$ cat src/rtl/sfr_pkg.sv
// Shared types and constants for the serial port fault and reset block.
// Assumes a single bus clock domain and a byte-wide serial shifter.
package sfr_pkg;

  // Control bits that software writes through the control strobe.
  typedef struct packed {
    logic rx_irq_enable;
    logic master_select;
    logic clock_polarity;
    logic clock_phase;
    logic port_enable;
    logic tx_irq_enable;
    logic error_irq_enable;
    logic mode_fault_enable;
  } sfr_ctrl_t;

  // Status flags that hardware sets.
  typedef struct packed {
    logic rx_full_flag;
    logic overrun_flag;
    logic mode_fault_flag;
    logic tx_empty_flag;
  } sfr_flags_t;

  // One cycle register access strobes from the processor side.
  typedef struct packed {
    logic status_rd;
    logic ctrl_wr;
    logic data_rd;
    logic data_wr;
  } sfr_access_t;

  // Control state after a system reset: master role, phase one.
  localparam sfr_ctrl_t CTRL_RESET = '{
    rx_irq_enable: 1'b0, master_select: 1'b1, clock_polarity: 1'b0,
    clock_phase: 1'b1, port_enable: 1'b0, tx_irq_enable: 1'b0,
    error_irq_enable: 1'b0, mode_fault_enable: 1'b0};
  localparam sfr_flags_t FLAGS_RESET = 4'h1;

  // Bits in a byte and the sample count at which overrun is judged.
  localparam logic [3:0] BYTE_BITS   = 4'h8;
  localparam logic [3:0] OVR_SAMPLE  = 4'h7;
  localparam int         SCK_HALF_DF = 4;

endpackage

$ cat src/rtl/sfr_spi_port.sv
// Serial port core: mode fault detection, flags, interrupt requests,
// partial reset, wait and break handling, and a byte shifter.
// Assumes pins arrive asynchronously and access strobes are synchronous.
// How it works
// - Master drives clock and MOSI, reads MISO; slave does the reverse.
// - Fault flag sets on master select low, or slave deselect mid-transfer.
// - Disabling fault detection keeps the flag; once cleared it stays clear.
// - Master fault disables port, sets tx empty, clears counter, frees pins.
// - Phase zero slave transfer runs from select fall to clock idle after bit eight.
// - Phase one slave transfer runs from first clock edge to idle after last bit.
// - Phase zero select then deselect faults; phase one does not.
// - A fault never alters master role; role is ignored while disabled.
// - Slave fault only requests the error interrupt, nothing else.
// - Deselected slave floats MISO and ignores all clock edges.
// - Fault flag clears by status read then control write, absent fault.
// - Transmit request needs tx empty, its enable, port enabled, no dma.
// - Receive request is rx full and its enable, no dma, any enable state.
// - One error enable gates overrun and fault onto the shared request.
// - Rx full clears by status read then data read.
// - Tx empty clears only by a data write.
// - Rx full sets on each received byte; tx empty on each shifter load.
// - Disabled port holds tx empty, aborts, clears shifter and counter.
// - Control bits and three flags are reset only by system reset, not by partial reset.
// - In wait the port runs, accesses are blocked, requests wake.
// - Protected break freezes flags against accesses; pending steps survive.
// - Protected break discards data writes.
// - Overrun sets if rx still full at the seventh sample of a byte.
// - Reset selects master role.
`timescale 1ns/1ps
module sfr_spi_port
  import sfr_pkg::*;
#(
  parameter int SCK_HALF = SCK_HALF_DF
)(
  // Clock, reset and clock enable.
  input  wire logic        sys_clk,
  input  wire logic        rst,
  input  wire logic        clk_en,
  // Processor access strobes and write data.
  input  wire sfr_access_t acc,
  input  wire sfr_ctrl_t   ctrl_wdata,
  input  wire logic [7:0]  tx_wdata,
  input  wire logic        dma_select,
  input  wire logic        wait_mode,
  input  wire logic        break_state,
  input  wire logic        break_clear_enable,
  // Register contents seen by the processor.
  output sfr_ctrl_t        ctrl_q,
  output sfr_flags_t       flags_q,
  output logic [7:0]       rx_data,
  output logic             port_owns_pins,
  // Interrupt requests.
  output logic             tx_irq,
  output logic             rx_err_irq,
  output logic             wake_req,
  // Serial pins; output enables are active low.
  input  wire logic        slave_sel_n_pin,
  input  wire logic        serial_clock_pin_in,
  output logic             serial_clock_pin_out,
  output logic             serial_clock_pin_oe_n,
  input  wire logic        mosi_in,
  output logic             mosi_out,
  output logic             mosi_oe_n,
  input  wire logic        miso_in,
  output logic             miso_out,
  output logic             miso_oe_n
);

  // Width of the divider that counts bus cycles in one master clock half period.
  localparam int DW = (SCK_HALF < 2) ? 1 : $clog2(SCK_HALF);

  generate
    if (SCK_HALF < 1) begin : g_bad
      $error("SCK_HALF must be at least one");
    end
    if (OVR_SAMPLE >= BYTE_BITS) begin : g_bad_ovr
      $error("overrun sample must fall inside the byte");
    end
  endgenerate

  typedef struct packed {
    logic [1:0]    ss_sy;
    logic [1:0]    sck_sy;
    logic [1:0]    mosi_sy;
    logic [1:0]    miso_sy;
    sfr_ctrl_t     ctrl;
    sfr_flags_t    flg;
    logic          mf_arm;
    logic          rx_arm;
    logic          active;
    logic          s_prev;
    logic          ss_prev;
    logic          ms_clk;
    logic          out_bit;
    logic [3:0]    bits;
    logic [7:0]    shift;
    logic [7:0]    tx_buf;
    logic [7:0]    rx_buf;
    logic [DW-1:0] div;
  } sfr_state_t;

  sfr_state_t r;
  sfr_state_t n;

  logic       acc_ok;
  logic       protect;
  logic       ss_low;
  logic       s_now;
  logic       edge_ev;
  logic       lead;
  logic       trail;
  logic       master_role_bit;
  logic       slv;
  logic       fault;
  logic       sample;
  logic [7:0] load_val;

  // Shared conditions derived from the registered state.
  always_comb begin
    acc_ok   = !wait_mode;
    protect  = break_state && !break_clear_enable;
    ss_low   = !r.ss_sy[1];
    master_role_bit     = r.ctrl.port_enable && r.ctrl.master_select;
    slv      = r.ctrl.port_enable && !r.ctrl.master_select;
    s_now    = master_role_bit ? r.ms_clk : (r.sck_sy[1] ^ r.ctrl.clock_polarity);
    // A deselected slave sees no clock edges at all.
    edge_ev  = (s_now != r.s_prev) && (master_role_bit || (slv && ss_low));
    lead     = edge_ev && s_now;
    trail    = edge_ev && !s_now;
    sample   = r.active && (r.ctrl.clock_phase ? trail : lead);
    load_val = r.flg.tx_empty_flag ? r.shift : r.tx_buf;
    fault    = r.ctrl.mode_fault_enable &&
               ((master_role_bit && ss_low) ||
                (slv && r.active && !ss_low));
  end

  // Next state: accesses first, then hardware events so sets win.
  always_comb begin
    n = r;
    // Pins pass two flip-flops; only the second stage feeds any decision.
    n.ss_sy   = {r.ss_sy[0], slave_sel_n_pin};
    n.sck_sy  = {r.sck_sy[0], serial_clock_pin_in};
    n.mosi_sy = {r.mosi_sy[0], mosi_in};
    n.miso_sy = {r.miso_sy[0], miso_in};
    n.s_prev  = s_now;
    n.ss_prev = r.ss_sy[1];

    // Status read arms the two-step clears.
    if (acc_ok && acc.status_rd && !protect) begin
      if (r.flg.mode_fault_flag) begin
        n.mf_arm = 1'b1;
      end
      if (r.flg.rx_full_flag) begin
        n.rx_arm = 1'b1;
      end
    end

    // Control write updates control bits and completes the fault clear.
    if (acc_ok && acc.ctrl_wr) begin
      n.ctrl = ctrl_wdata;
      if (r.mf_arm && !protect) begin
        n.flg.mode_fault_flag = 1'b0;
        n.mf_arm = 1'b0;
      end
    end

    // Data read completes the receive clear, taking overrun with it.
    if (acc_ok && acc.data_rd && r.rx_arm && !protect) begin
      n.flg.rx_full_flag = 1'b0;
      n.flg.overrun_flag = 1'b0;
      n.rx_arm = 1'b0;
    end

    // Data write queues a byte unless break protection discards it.
    // A disabled port drops writes so tx empty stays set through the partial reset.
    if (acc_ok && acc.data_wr && !protect && r.ctrl.port_enable) begin
      n.tx_buf = tx_wdata;
      n.flg.tx_empty_flag = 1'b0;
    end

    // Master clock divider runs only during a transfer.
    // Restarting from zero gives every byte a full first half period.
    if (master_role_bit && r.active) begin
      if (r.div == DW'(SCK_HALF - 1)) begin
        n.div = '0;
        n.ms_clk = !r.ms_clk;
      end else begin
        n.div = r.div + 1'b1;
      end
    end else begin
      n.div = '0;
      n.ms_clk = 1'b0;
    end

    // Transfer start for master, and for each slave phase.
    if (!r.active) begin
      if (master_role_bit && !r.flg.tx_empty_flag) begin
        n.active = 1'b1;
        n.shift = r.tx_buf;
        n.out_bit = r.tx_buf[7];
        n.flg.tx_empty_flag = 1'b1;
        n.bits = '0;
      end else if (slv && ss_low && (r.ctrl.clock_phase ? lead
                   : r.ss_prev)) begin
        n.active = 1'b1;
        n.shift = load_val;
        n.out_bit = load_val[7];
        n.flg.tx_empty_flag = 1'b1;
        n.bits = '0;
      end
    end else begin
      // Drive the next bit on the shifting edge.
      if (r.ctrl.clock_phase ? lead : trail) begin
        n.out_bit = r.shift[7];
      end
      if (sample) begin
        n.shift = {r.shift[6:0], master_role_bit ? r.miso_sy[1] : r.mosi_sy[1]};
        n.bits = r.bits + 1'b1;
        if ((r.bits + 1'b1) == OVR_SAMPLE && r.flg.rx_full_flag) begin
          n.flg.overrun_flag = 1'b1;
        end
      end
      // Byte ends when the clock rests at idle after the last sample.
      // After an overrun the move is skipped so the unread byte survives.
      if (r.bits == BYTE_BITS && !s_now) begin
        n.active = 1'b0;
        if (!r.flg.overrun_flag) begin
          n.rx_buf = r.shift;
          n.flg.rx_full_flag = 1'b1;
        end
      end
      // A slave deselect ends the byte; the fault is raised below.
      if (slv && !ss_low) begin
        n.active = 1'b0;
      end
    end

    // Mode fault: a master stops, a slave only flags.
    // Placed after the clears so a fault inside a clearing sequence keeps the flag.
    if (fault) begin
      n.flg.mode_fault_flag = 1'b1;
      n.mf_arm = 1'b0;
      if (master_role_bit) begin
        n.ctrl.port_enable = 1'b0;
        n.flg.tx_empty_flag = 1'b1;
        n.active = 1'b0;
        n.bits = '0;
      end
    end

    // Partial reset while disabled; control and sticky flags survive.
    // Evaluated last so a disabled port can neither start nor keep a transfer.
    if (!r.ctrl.port_enable) begin
      n.flg.tx_empty_flag = 1'b1;
      n.active = 1'b0;
      n.bits = '0;
      n.shift = '0;
      n.out_bit = 1'b0;
    end
  end

  // State register with system reset and clock enable.
  // Synchronisers reset to idle levels so no false select edge follows reset.
  always_ff @(posedge sys_clk) begin
    if (rst) begin
      r <= '0;
      r.ss_sy <= 2'h3;
      r.ss_prev <= 1'b1;
      r.ctrl <= CTRL_RESET;
      r.flg <= FLAGS_RESET;
    end else if (clk_en) begin
      r <= n;
    end
  end

  // Register views and interrupt requests.
  always_comb begin
    ctrl_q         = r.ctrl;
    flags_q        = r.flg;
    rx_data        = r.rx_buf;
    port_owns_pins = r.ctrl.port_enable;
    tx_irq         = r.flg.tx_empty_flag && r.ctrl.tx_irq_enable &&
                     r.ctrl.port_enable && !dma_select;
    rx_err_irq     = (r.flg.rx_full_flag && r.ctrl.rx_irq_enable &&
                      !dma_select) ||
                     (r.ctrl.error_irq_enable &&
                      (r.flg.overrun_flag || r.flg.mode_fault_flag));
    wake_req       = tx_irq || rx_err_irq;
  end

  // Pin drivers: enables low while this end drives the pin.
  // Data outputs follow the shifter regardless; only the enables decide who drives.
  always_comb begin
    serial_clock_pin_out  = r.ms_clk ^ r.ctrl.clock_polarity;
    serial_clock_pin_oe_n = !master_role_bit;
    mosi_out              = r.out_bit;
    mosi_oe_n             = !master_role_bit;
    miso_out              = r.out_bit;
    miso_oe_n             = !(slv && ss_low);
  end

endmodule

$ cat config.mk
export PLATFORM = sky130hd
export DESIGN_NAME = sfr_spi_port
export DESIGN_NICKNAME = d
export VERILOG_FILES = /design/src/rtl/sfr_pkg.sv /design/src/rtl/sfr_spi_port.sv
export SDC_FILE = /design/constraint.sdc
export NUM_CORES = 1
export LEC_CHECK = 0
export BUFFER_PORTS_ARGS = -buffer_cell sky130_fd_sc_hd__buf_2
export CAP_MARGIN = 20
export CORE_MARGIN = 3
export CORE_UTILIZATION = 50
export CTS_CLUSTER_DIAMETER = 100
export DETAILED_ROUTE_END_ITERATION = 6
export GPL_ROUTABILITY_DRIVEN = 0
export PLACE_DENSITY = 0.89
export SLEW_MARGIN = 30
export SYNTH_ARGS = -nofsm -noshare
export SYNTH_HDL_FRONTEND = slang
export SYNTH_SLANG_ARGS = --single-unit
$ cat constraint.sdc
create_clock -name sys_clk -period 1.7 [get_ports sys_clk]
set_clock_uncertainty 0.1 [all_clocks]
set_input_delay 0.085 -clock sys_clk [delete_from_list [all_inputs] [get_ports sys_clk]]
set_output_delay 0.085 -clock sys_clk [all_outputs]
set_load 0.02 [all_outputs]
==> results of run 1 <==
worst max-delay path by stage:
stage                   startpoint  endpoint  cells after the start  slack, ps
floorplan           port_owns_pins     r[20]                      6        -60
finish              port_owns_pins     r[25]                      6       -400
global placement             r[54]     r[18]                      6       -140
detailed placement           r[54]     r[22]                      6       -320
global route        port_owns_pins     r[25]                      6       -500
CTS                          r[54]     r[22]                      7       -220
logic make-up after synthesis:
group | Yosys count | share of synthesized area
simple gates | 123 | 0.2087
xor+xnor | 3 | 0.008679
buf+inv | 56 | 0.1017
mux | 25 | 0.08306
fa+ha+maj | 4 | 0.01653
compound gates | 75 | 0.2046
flops | 57 | 0.3769
power by group:
part,internal (mW),switching [mW],leakage [nW],total [mW]
combinational,0.214,0.239,1.22,0.453
sequential,1.36,0.0276,0.465,1.39
clock,0.601,0.532,0.0932,1.13
total,2.18,0.799,1.77,2.98
stage by stage:
stage	hold WS (ps)	std cells	worst slack, ps
final	43.11	539	-401.0
after detailed placement	200.1	475	-315.4
after global routing	36.75	539	-498.3
after global placement	196.2	475	-141.1
after floorplan	107.4	343	-55.47
after CTS	8.444	527	-222.2
per-layer routing:
layer  GRT usage  share of wire
met4      0.1681          0.072
met1      0.2984           0.37
met2      0.4367           0.48
met3     0.07009          0.078
met5           0              0
flip-flops by register name, summed over array words and instances, names as in the netlist:
register / count
r: 31
miso_out: 1
rx_data: 8
ctrl_q: 7
flags_q: 4
n: 5
port_owns_pins: 1
worst max-delay path, stage by stage (launching register included):
cell      delay (ps)
dfxtp_4          370
nor2b_1          290
buf_4            190
nand3_1          190
a21oi_1          380
a221oi_1         210
a221oi_2         280
repair_timing:
action / CTS / global route
endpoints found under the hold margin: 21 / 0
setup endpoints to repair: 24 / 29
gates cloned: 2 / 0
pin swaps: 9 / 20
setup buffers: 12 / 16
resized for setup: 24 / 44
hold buffers: 22 / 0
final cells by class:
type                            count  area share
Timing Repair Buffer              148      0.2481
Inverter                           16     0.01580
Multi-Input combinational cell    230      0.4104
Tap cell                           72     0.02068
Sequential cell                    57      0.2651
Clock buffer                       13     0.03647
Clock inverter                      3    0.003446
cells in the final DEF, fill, tap and decap left out, drive strengths merged, types with 2 or more instances in the layout:
master	count
nor3b	3
nand2b	4
a22oi	7
nand2	30
xor2	2
o21ai	7
nor2	34
nand3	10
nor3	5
nand3b	6
buf	126
o31ai	3
mux2i	24
dlygate4sd3	22
inv	15
dfxtp	57
a211oi	6
o21a	2
and2	2
clkinv	3
a31oi	4
o32ai	5
a21oi	15
o31a	2
nor4	3
clkbuf	13
ha	4
a32oi	2
a211o	5
nand4b	2
o211ai	2
nand4	3
or3	3
a2111oi	5
a221oi	2
a311oi	2
and3	3
nor2b	10
==> results.yml, run 1 <==
clocking:
  h-tree-depth: 3
  numCtsBuffers: 9
  clkSinkCount: 57
  cts_tree: "done"
  clk_path_buf_depth: 2
  clk_pin_slew_ps: 70
  root_buffer: "clkbuf_8"
  clk_latency_ps: 340
yosys:
  syn_avg_cell_area_um2: 8.828
  synthTopCellsByCount: "dfxtp_1 (57), nor2_1 (34), nand2_1 (30)"
  netlist_top_cells_area: "dfxtp_1 (38%), mux2i_1 (7.9%), buf_4 (5.7%)"
  netlist_area_mm2: 0.003028
  synth_nets: 378
  syn_inst: 343
  synth.most_common_cell: "dfxtp_1"
  synthFlopType: "dfxtp_1"
  ys_async_sr_fraction: 0
  yosys_warnings: 0
  synth_edf_count: 0
  synth_top_area_share: 0.3769
  ys_ff_latch: 57
  synth.largest_area_cell: "dfxtp_1"
  seq_area_frac_synth: 0.3769
  synth_cell_types: 65
timing:
  fin_ws_ps: -401.0
  finalMaxSlewViolations: 0
  max_freq_mhz: 476.0
  setup_violations: 25
  period_needed_ps: 2101
  relSlewSlack: 0.6115
  post-route-period-util: 1.236
  rsz0062_at_grt: "true"
  tns_ps: -6529
  worstMarginPinSlew_ps: 582.8
  hold_viol: 0
global_routing:
  grtUsageTotal: 0.2637
  antenna_found_initial: 0
  grt_pass1_wl_um: 14750
  grt_pass1_vias: 3107
  grt_max_degree: 30
  grt_overflow_total: 0
placed_design:
  placed_area_mm2: 0.003503
  dpl.hpwl_um: 5687
  numPortBuffers: 60
final_layout:
  fillCellCount: 358
  diodes: 0
  seqCellArea_mm2: 0.001155
  drive_above_1_share: 0.4197
  syn_to_final_growth_pct: 43.88
  finalNetCount: 497
  final_cell_area_mm2: 0.004357
  multiInputGateArea_mm2: 0.001788
  final_util: 0.7676
setup_path:
  start_kind: "flop"
  crit_required_ps: 1850
  critPathCaptureType: "flop"
  cp_max_fo: 4
  worst_ep_arrival_time_ps: 2250
  reg2regPathDepth: 6
  rrSetupSlack_ps: -400
  crit_type: "reg2reg"
  rr_startpoint: "port_owns_pins"
  r2r-end: "r[25]"
floorplan:
  die_h_um: 83.82
  dieArea_mm2: 0.007026
  rows: 27
  start_util: 0.5335
  coreArea_mm2: 0.005675
  io_pins: 61
  die_w_um: 83.82
min_path:
  min_path_type: "in2reg"
  min-delay-start: "wait_mode"
  holdPathStages: 4
  holdPathEnd: "port_owns_pins"
status:
  violations: "setup timing"
  status: "finished, violations left"
job:
  cap_violations: 0
detailed_routing:
  via_per_inst: 6.152
  via_count: 3316
  drtPass1Iterations: 5
  first_iter_violations: 339
  drcViolationCount: 0
  final_antenna_net_count: 0
  postRouteWirelength_um: 10760
  routedWlPerCell_um: 19.97
pwr:
  fin_total_pwr_mw: 2.978
  power-per-cell-area_mw_per_mm2: 683.6
  vdd_drop_max_mv: 0.6330
  p_leak_nw: 1.773
No activity file was read; power rests on OpenSTA's default activity.
==> inputs of run 2 (changes only) <==
--- a/config.mk
+++ b/config.mk
@@ -5,6 +5,7 @@
 export SDC_FILE = /design/constraint.sdc
 export NUM_CORES = 1
 export LEC_CHECK = 0
+export ABC_AREA = 1
 export BUFFER_PORTS_ARGS = -buffer_cell sky130_fd_sc_hd__buf_2
 export CAP_MARGIN = 20
 export CORE_MARGIN = 3
==> run 2 against run 1 <==
Clock power about the same. The run still ends with setup timing left. Highest routed layer unchanged. Synthesized area increased by 0.21%. Design area decreased by 7.5%. Core utilization decreased by 5.8 points. Total power increased by 0.75%. Via count increased by 2.0%. Hold slack improved by 19 ps. Flip-flop and latch count unchanged.
==> results.yml, run 2 <==
status:
  status: "finished, violations left"
  violations: "setup timing"
yosys:
  synth_top_area_share: 0.3761
  synthFlopType: "dfxtp_1"
  synth.most_common_cell: "nand2_1"
  yosys_warnings: 0
  synthTopCellsByCount: "nand2_1 (87), dfxtp_1 (57), nor2_1 (53)"
  syn_inst: 430
  ys_async_sr_fraction: 0
  seq_area_frac_synth: 0.3761
  netlist_area_mm2: 0.003034
  synth_nets: 465
  netlist_top_cells_area: "dfxtp_1 (38%), nand2_1 (11%), nor2_1 (6.6%)"
  synth_cell_types: 39
  synth_edf_count: 0
  ys_ff_latch: 57
  synth.largest_area_cell: "dfxtp_1"
  syn_avg_cell_area_um2: 7.056
floorplan:
  die_h_um: 83.90
  io_pins: 61
  coreArea_mm2: 0.005675
  die_w_um: 83.90
  dieArea_mm2: 0.007039
  start_util: 0.5346
  rows: 27
final_layout:
  regMostFlops: "r"
  largest_reg_flops: 31
  diodes: 0
  layout_commonest_cell: "nand2_1"
  fillCellCount: 417
  fin_cells: 595
  syn_to_final_growth_pct: 32.82
  seqCellArea_mm2: 0.001150
  finalNetCount: 553
  drive_above_1_share: 0.3098
  layout_common_cells: "nand2_1 (81), buf_2 (60), dfxtp_1 (54)"
  multiInputGateArea_mm2: 0.001644
placed_design:
  pre_cts_slack_ps: -96.49
  dpl.hpwl_um: 5465
  numPortBuffers: 60
  dp_cells: 552
global_routing:
  antenna_found_initial: 0
  grt_overflow_total: 0
  grt_pass1_wl_um: 13940
  grt_max_degree: 29
  grtUsageTotal: 0.2448
  grt_pass1_vias: 2924
clocking:
  clkSinkCount: 57
  h-tree-depth: 3
  numCtsBuffers: 9
  clk_pin_slew_ps: 60
  clk_path_buf_depth: 2
  clk_latency_ps: 340
  cts_tree: "done"
  root_buffer: "clkbuf_8"
pwr:
  netSwitchingPower_mw: 0.8307
  vdd_drop_max_mv: 0.6520
  power.internal_mw: 2.170
  p_leak_nw: 1.847
  pwr-share-seq: 0.475
  power-per-cell-area_mw_per_mm2: 744.5
  combPwrFrac: 0.151
  pwr-share-clk: 0.375
  switching_share: 0.2768
job:
  cap_violations: 0
setup_path:
  crit_type: "reg2reg"
  cp.buffers_inverters: 2
  critPathSlowestCell: "dfxtp_1"
  crit_required_ps: 1880
  crit_chain: "a21oi_4 -> buf_6 -> nand3_4 -> nand2_4 -> nand3_4 -> buf_6 -> o21ai_1 -> nand2_1 -> nand2_1 -> nand2_1 -> nor2_1"
  crit_family: "simple AND/OR/NAND/NOR gates"
  worst_ep_arrival_time_ps: 2180
  slowest_delay_ps: 410
  critPathCaptureType: "flop"
  crit_top_cell: "nand2_1"
  start_kind: "flop"
  cp_max_fo: 6
detailed_routing:
  via_count: 3383
  routed-wl-met2_um: 4406
  wl_met1_um: 3591
  final_antenna_net_count: 0
  top_layer_used: "met4"
  routedWlPerCell_um: 16.11
  first_iter_violations: 403
  via_per_inst: 5.686
  drcViolationCount: 0
  postRouteWirelength_um: 9583
  drtPass1Iterations: 6
  met3RoutedLength_um: 873
timing:
  rsz0062_at_grt: "true"
  setup_violations: 17
  holdWs_ps: 62.55
  relSlewSlack: 0.6932
  hold_viol: 0
  post-route-period-util: 1.178
  period_needed_ps: 2003
  finalMaxSlewViolations: 0
  fin_ws_ps: -302.5
  max_freq_mhz: 499.4
  worstMarginPinSlew_ps: 459.1
min_path:
  min_path_type: "in2reg"
run 2: repair_timing:
item | CTS | global route
resized for setup | 13 | 36
pin swaps | 9 | 15
hold buffers | 20 | 0
setup endpoints to repair | 16 | 28
buffers inserted | 2 | 5
hold endpoints to repair | 20 | 0
run 2: power groups by stage:
stage | registers, mW | clock network, mW | logic, mW
after floorplan | 1.45 | 0 | 0.230
after global placement | 1.45 | 0 | 0.328
after detailed placement | 1.45 | 0 | 0.336
after CTS | 1.42 | 1.13 | 0.388
after global routing | 1.43 | 1.20 | 0.490
final | 1.42 | 1.12 | 0.452
run 2: cell families (layout without fill, tap and decap cells):
group	Yosys count	in the layout	share of synthesized area
and+or+nand+nor	201	201	0.3080
AOI/OAI and AO/OA	84	84	0.1534
adders and majority gates	4	4	0.01650
DFF	57	57	0.3761
buffers and inverters	81	174	0.1373
xor gates and xnor gates	3	3	0.008661
run 2: final cells by class:
cell class	count	area share
repair buffers	115	0.1962
inverters	43	0.04502
well taps	72	0.02235
clock buffers	13	0.03943
clock inverters	3	0.003726
flip-flops and latches	57	0.2853
multi-input cells	292	0.4079
run 2: worst register-to-register path: cells and delay by family (launching register included):
kind                   cells  cell delay (ps)
AOI/OAI and AO/OA          2              440
buffers and inverters      2              320
DFF                        1              410
and+or+nand+nor            7              680
run 2: worst paths after layout:
check | cells after the start | to | from | slack (ps)
worst max-delay path | 11 | r[19] | n[32] | -300
worst min register to register | 2 | rx_data[2] | rx_data[2] | 360
worst max register to register | 11 | r[19] | n[32] | -300
worst min-delay path | 4 | r[36] | acc[3] | 60
run 2: routing by layer:
metal	vias to the layer above	track usage
li1	1552	-
met1	1508	0.3188
met2	250	0.3818
met3	73	0.04344
met4	0	0.1345
met5	-	0
run 2: per-stage QoR:
stage | TNS, ps | util | total power, mW | area [um^2]
after floorplan | 0 | - | 1.675 | 3050
after global placement | -135.4 | 0.6019 | 1.774 | 3416
after detailed placement | -599.6 | 0.6019 | 1.784 | 3416
after CTS | -103.1 | 0.6799 | 2.936 | 3859
after global routing | -4333 | 0.7101 | 3.116 | 4030
final | -2707 | 0.7101 | 3.001 | 4030
==> inputs of run 3 (changes only) <==
==> constraint.sdc (replaced) <==
create_clock -name sys_clk -period 1.7 [get_ports sys_clk]
set_clock_uncertainty 0.1 [all_clocks]
set_input_delay 0.17 -clock sys_clk [delete_from_list [all_inputs] [get_ports sys_clk]]
set_output_delay 0.17 -clock sys_clk [all_outputs]
set_load 0.02 [all_outputs]
==> run 3 against run 2 <==
The run ends with DRC, setup timing left. Non-clock buffer count decreased by 6. Maximum frequency increased by 2.7%. Sequential power about the same. Flip-flop and latch count unchanged. Register-to-register slack improved by 50 ps. Final cell count decreased by 0.84%.
==> results.yml, run 3 (same netlist as run 2, synthesis figures left out) <==
status:
  status: "finished, violations left"
  violations: "DRC, setup timing"
pwr:
  p_leak_nw: 1.828
  pwr-share-seq: 0.475
  power.internal_mw: 2.165
  netSwitchingPower_mw: 0.8512
  switching_share: 0.2822
  vdd_drop_max_mv: 0.4586
  combPwrFrac: 0.146
  fin_total_pwr_mw: 3.016
  pwr-share-clk: 0.380
  power-per-cell-area_mw_per_mm2: 741.1
clocking:
  clk_latency_ps: 350
  clkSinkCount: 57
  h-tree-depth: 3
  cts_tree: "done"
  root_buffer: "clkbuf_8"
  numCtsBuffers: 9
  clk_pin_slew_ps: 70
  clk_path_buf_depth: 2
timing:
  tns_ps: -2534
  fin_ws_ps: -250.0
  max_freq_mhz: 512.8
  post-route-period-util: 1.147
  period_needed_ps: 1950
  relSlewSlack: 0.7302
  worstMarginPinSlew_ps: 403.8
  finalMaxSlewViolations: 0
  hold_viol: 0
  holdWs_ps: 7.087
  rsz0062_at_grt: "true"
  setup_violations: 21
final_layout:
  drive_above_1_share: 0.3610
  fin_cells: 590
  regMostFlops: "r"
  final_cell_area_mm2: 0.004070
  largest_reg_flops: 31
  layout_common_cells: "nand2_1 (73), buf_2 (59), dfxtp_1 (52)"
  layout_commonest_cell: "nand2_1"
  finalNetCount: 548
  diodes: 0
  syn_to_final_growth_pct: 34.14
detailed_routing:
  first_iter_violations: 444
  drtPass1Iterations: 7
  via_per_inst: 5.690
  postRouteWirelength_um: 9396
  final_antenna_net_count: 0
  drcViolationCount: 12
  via_count: 3357
  routedWlPerCell_um: 15.93
setup_path:
  cp_max_fo: 6
  crit_type: "reg2reg"
  slowest_delay_ps: 410
  critPathCaptureType: "flop"
  crit_required_ps: 1890
  crit_chain: "inv_4 -> a21oi_4 -> nand4_4 -> nand2_4 -> nand3_4 -> buf_6 -> o21ai_1 -> nand2_1 -> nand2_2 -> inv_2 -> nor2_2"
  worst_ep_arrival_time_ps: 2140
  crit_family: "simple AND/OR/NAND/NOR gates"
  critPathSlowestCell: "dfxtp_4"
  cp.buffers_inverters: 3
  start_kind: "flop"
floorplan:
  coreArea_mm2: 0.005675
  die_h_um: 83.90
  dieArea_mm2: 0.007039
  rows: 27
  start_util: 0.5346
  die_w_um: 83.90
  io_pins: 61
global_routing:
  grtUsageTotal: 0.2326
  grt_pass1_wl_um: 13300
  grt_max_degree: 27
  grt_pass1_vias: 2924
  grt_overflow_total: 0
  antenna_found_initial: 0
placed_design:
  dp_cells: 551
  dpl.hpwl_um: 5572
  numPortBuffers: 60
  placed_area_mm2: 0.003396
min_path:
  min_path_type: "in2reg"
job:
  cap_violations: 0
## run 3: cell count changes in the layout (fill, tap and decap cells not counted), moves of 3 or more
cell / before / now
nand2_2: 3 / 11
nand3_2: 2 / 11
a21oi_1: 27 / 24
o21ai_1: 1 / 5
dlygate4sd3_1: 20 / 14
nand2_1: 81 / 73
nand3_1: 25 / 17
a21oi_2: 7 / 10
## run 3: final cells by class
class | instances | area (um^2)
multi-input cells | 293 | 1744
well taps | 72 | 90.09
repair buffers | 109 | 728.2
clock inverters | 3 | 15.01
inverters | 43 | 181.4
fillers | 409 | 1605
clock buffers | 13 | 158.9
flip-flops and latches | 57 | 1152
## run 3: per-layer routing
layer / wire [um] / vias to the layer above / GRT usage
li1: - / 1555 / -
met1: 3561 / 1508 / 0.2920
met2: 4424 / 240 / 0.3717
met3: 966 / 54 / 0.04640
met4: 443 / 0 / 0.1287
met5: 0 / - / 0
## run 3: what timing repair did
item	CTS	global route
resized for setup	17	63
pin swaps	8	31
setup endpoints to repair	17	28
hold buffers	14	0
setup buffers	3	5
gates cloned	0	1
hold endpoints to repair	14	0
## run 3: tightest hold or removal path, cell delays in order
cell and delay [ps]:
buf_2 70, o21ai_0 70, a21oi_1 100
## run 3: per-stage QoR
stage | utilization | setup slack (ps)
CTS | 0.6680 | -86.28
finish | 0.7172 | -250.0
detailed placement | 0.5983 | -142.4
global route | 0.7172 | -312.0
global placement | 0.5983 | -50.15
floorplan | - | 4.226
## run 3: final timing paths
kind	start	end	slack, ps	cells after the start
setup / recovery	ctrl_q[6]	r[24]	-250	11
hold reg to reg	r[11]	r[11]	360	2
setup reg to reg	ctrl_q[6]	r[24]	-250	11
hold / removal	tx_wdata[2]	r[12]	7	3
## run 3: power by group through the flow
stage          Sequential [mW]  Combinational, mW  Clock, mW
3_3_place_gp              1.45              0.320          0
4_1_cts                   1.42              0.375       1.14
3_5_place_dp              1.45              0.330          0
2_1_floorplan             1.45              0.230          0
5_1_grt                   1.44              0.474       1.20
6_report                  1.43              0.440       1.15
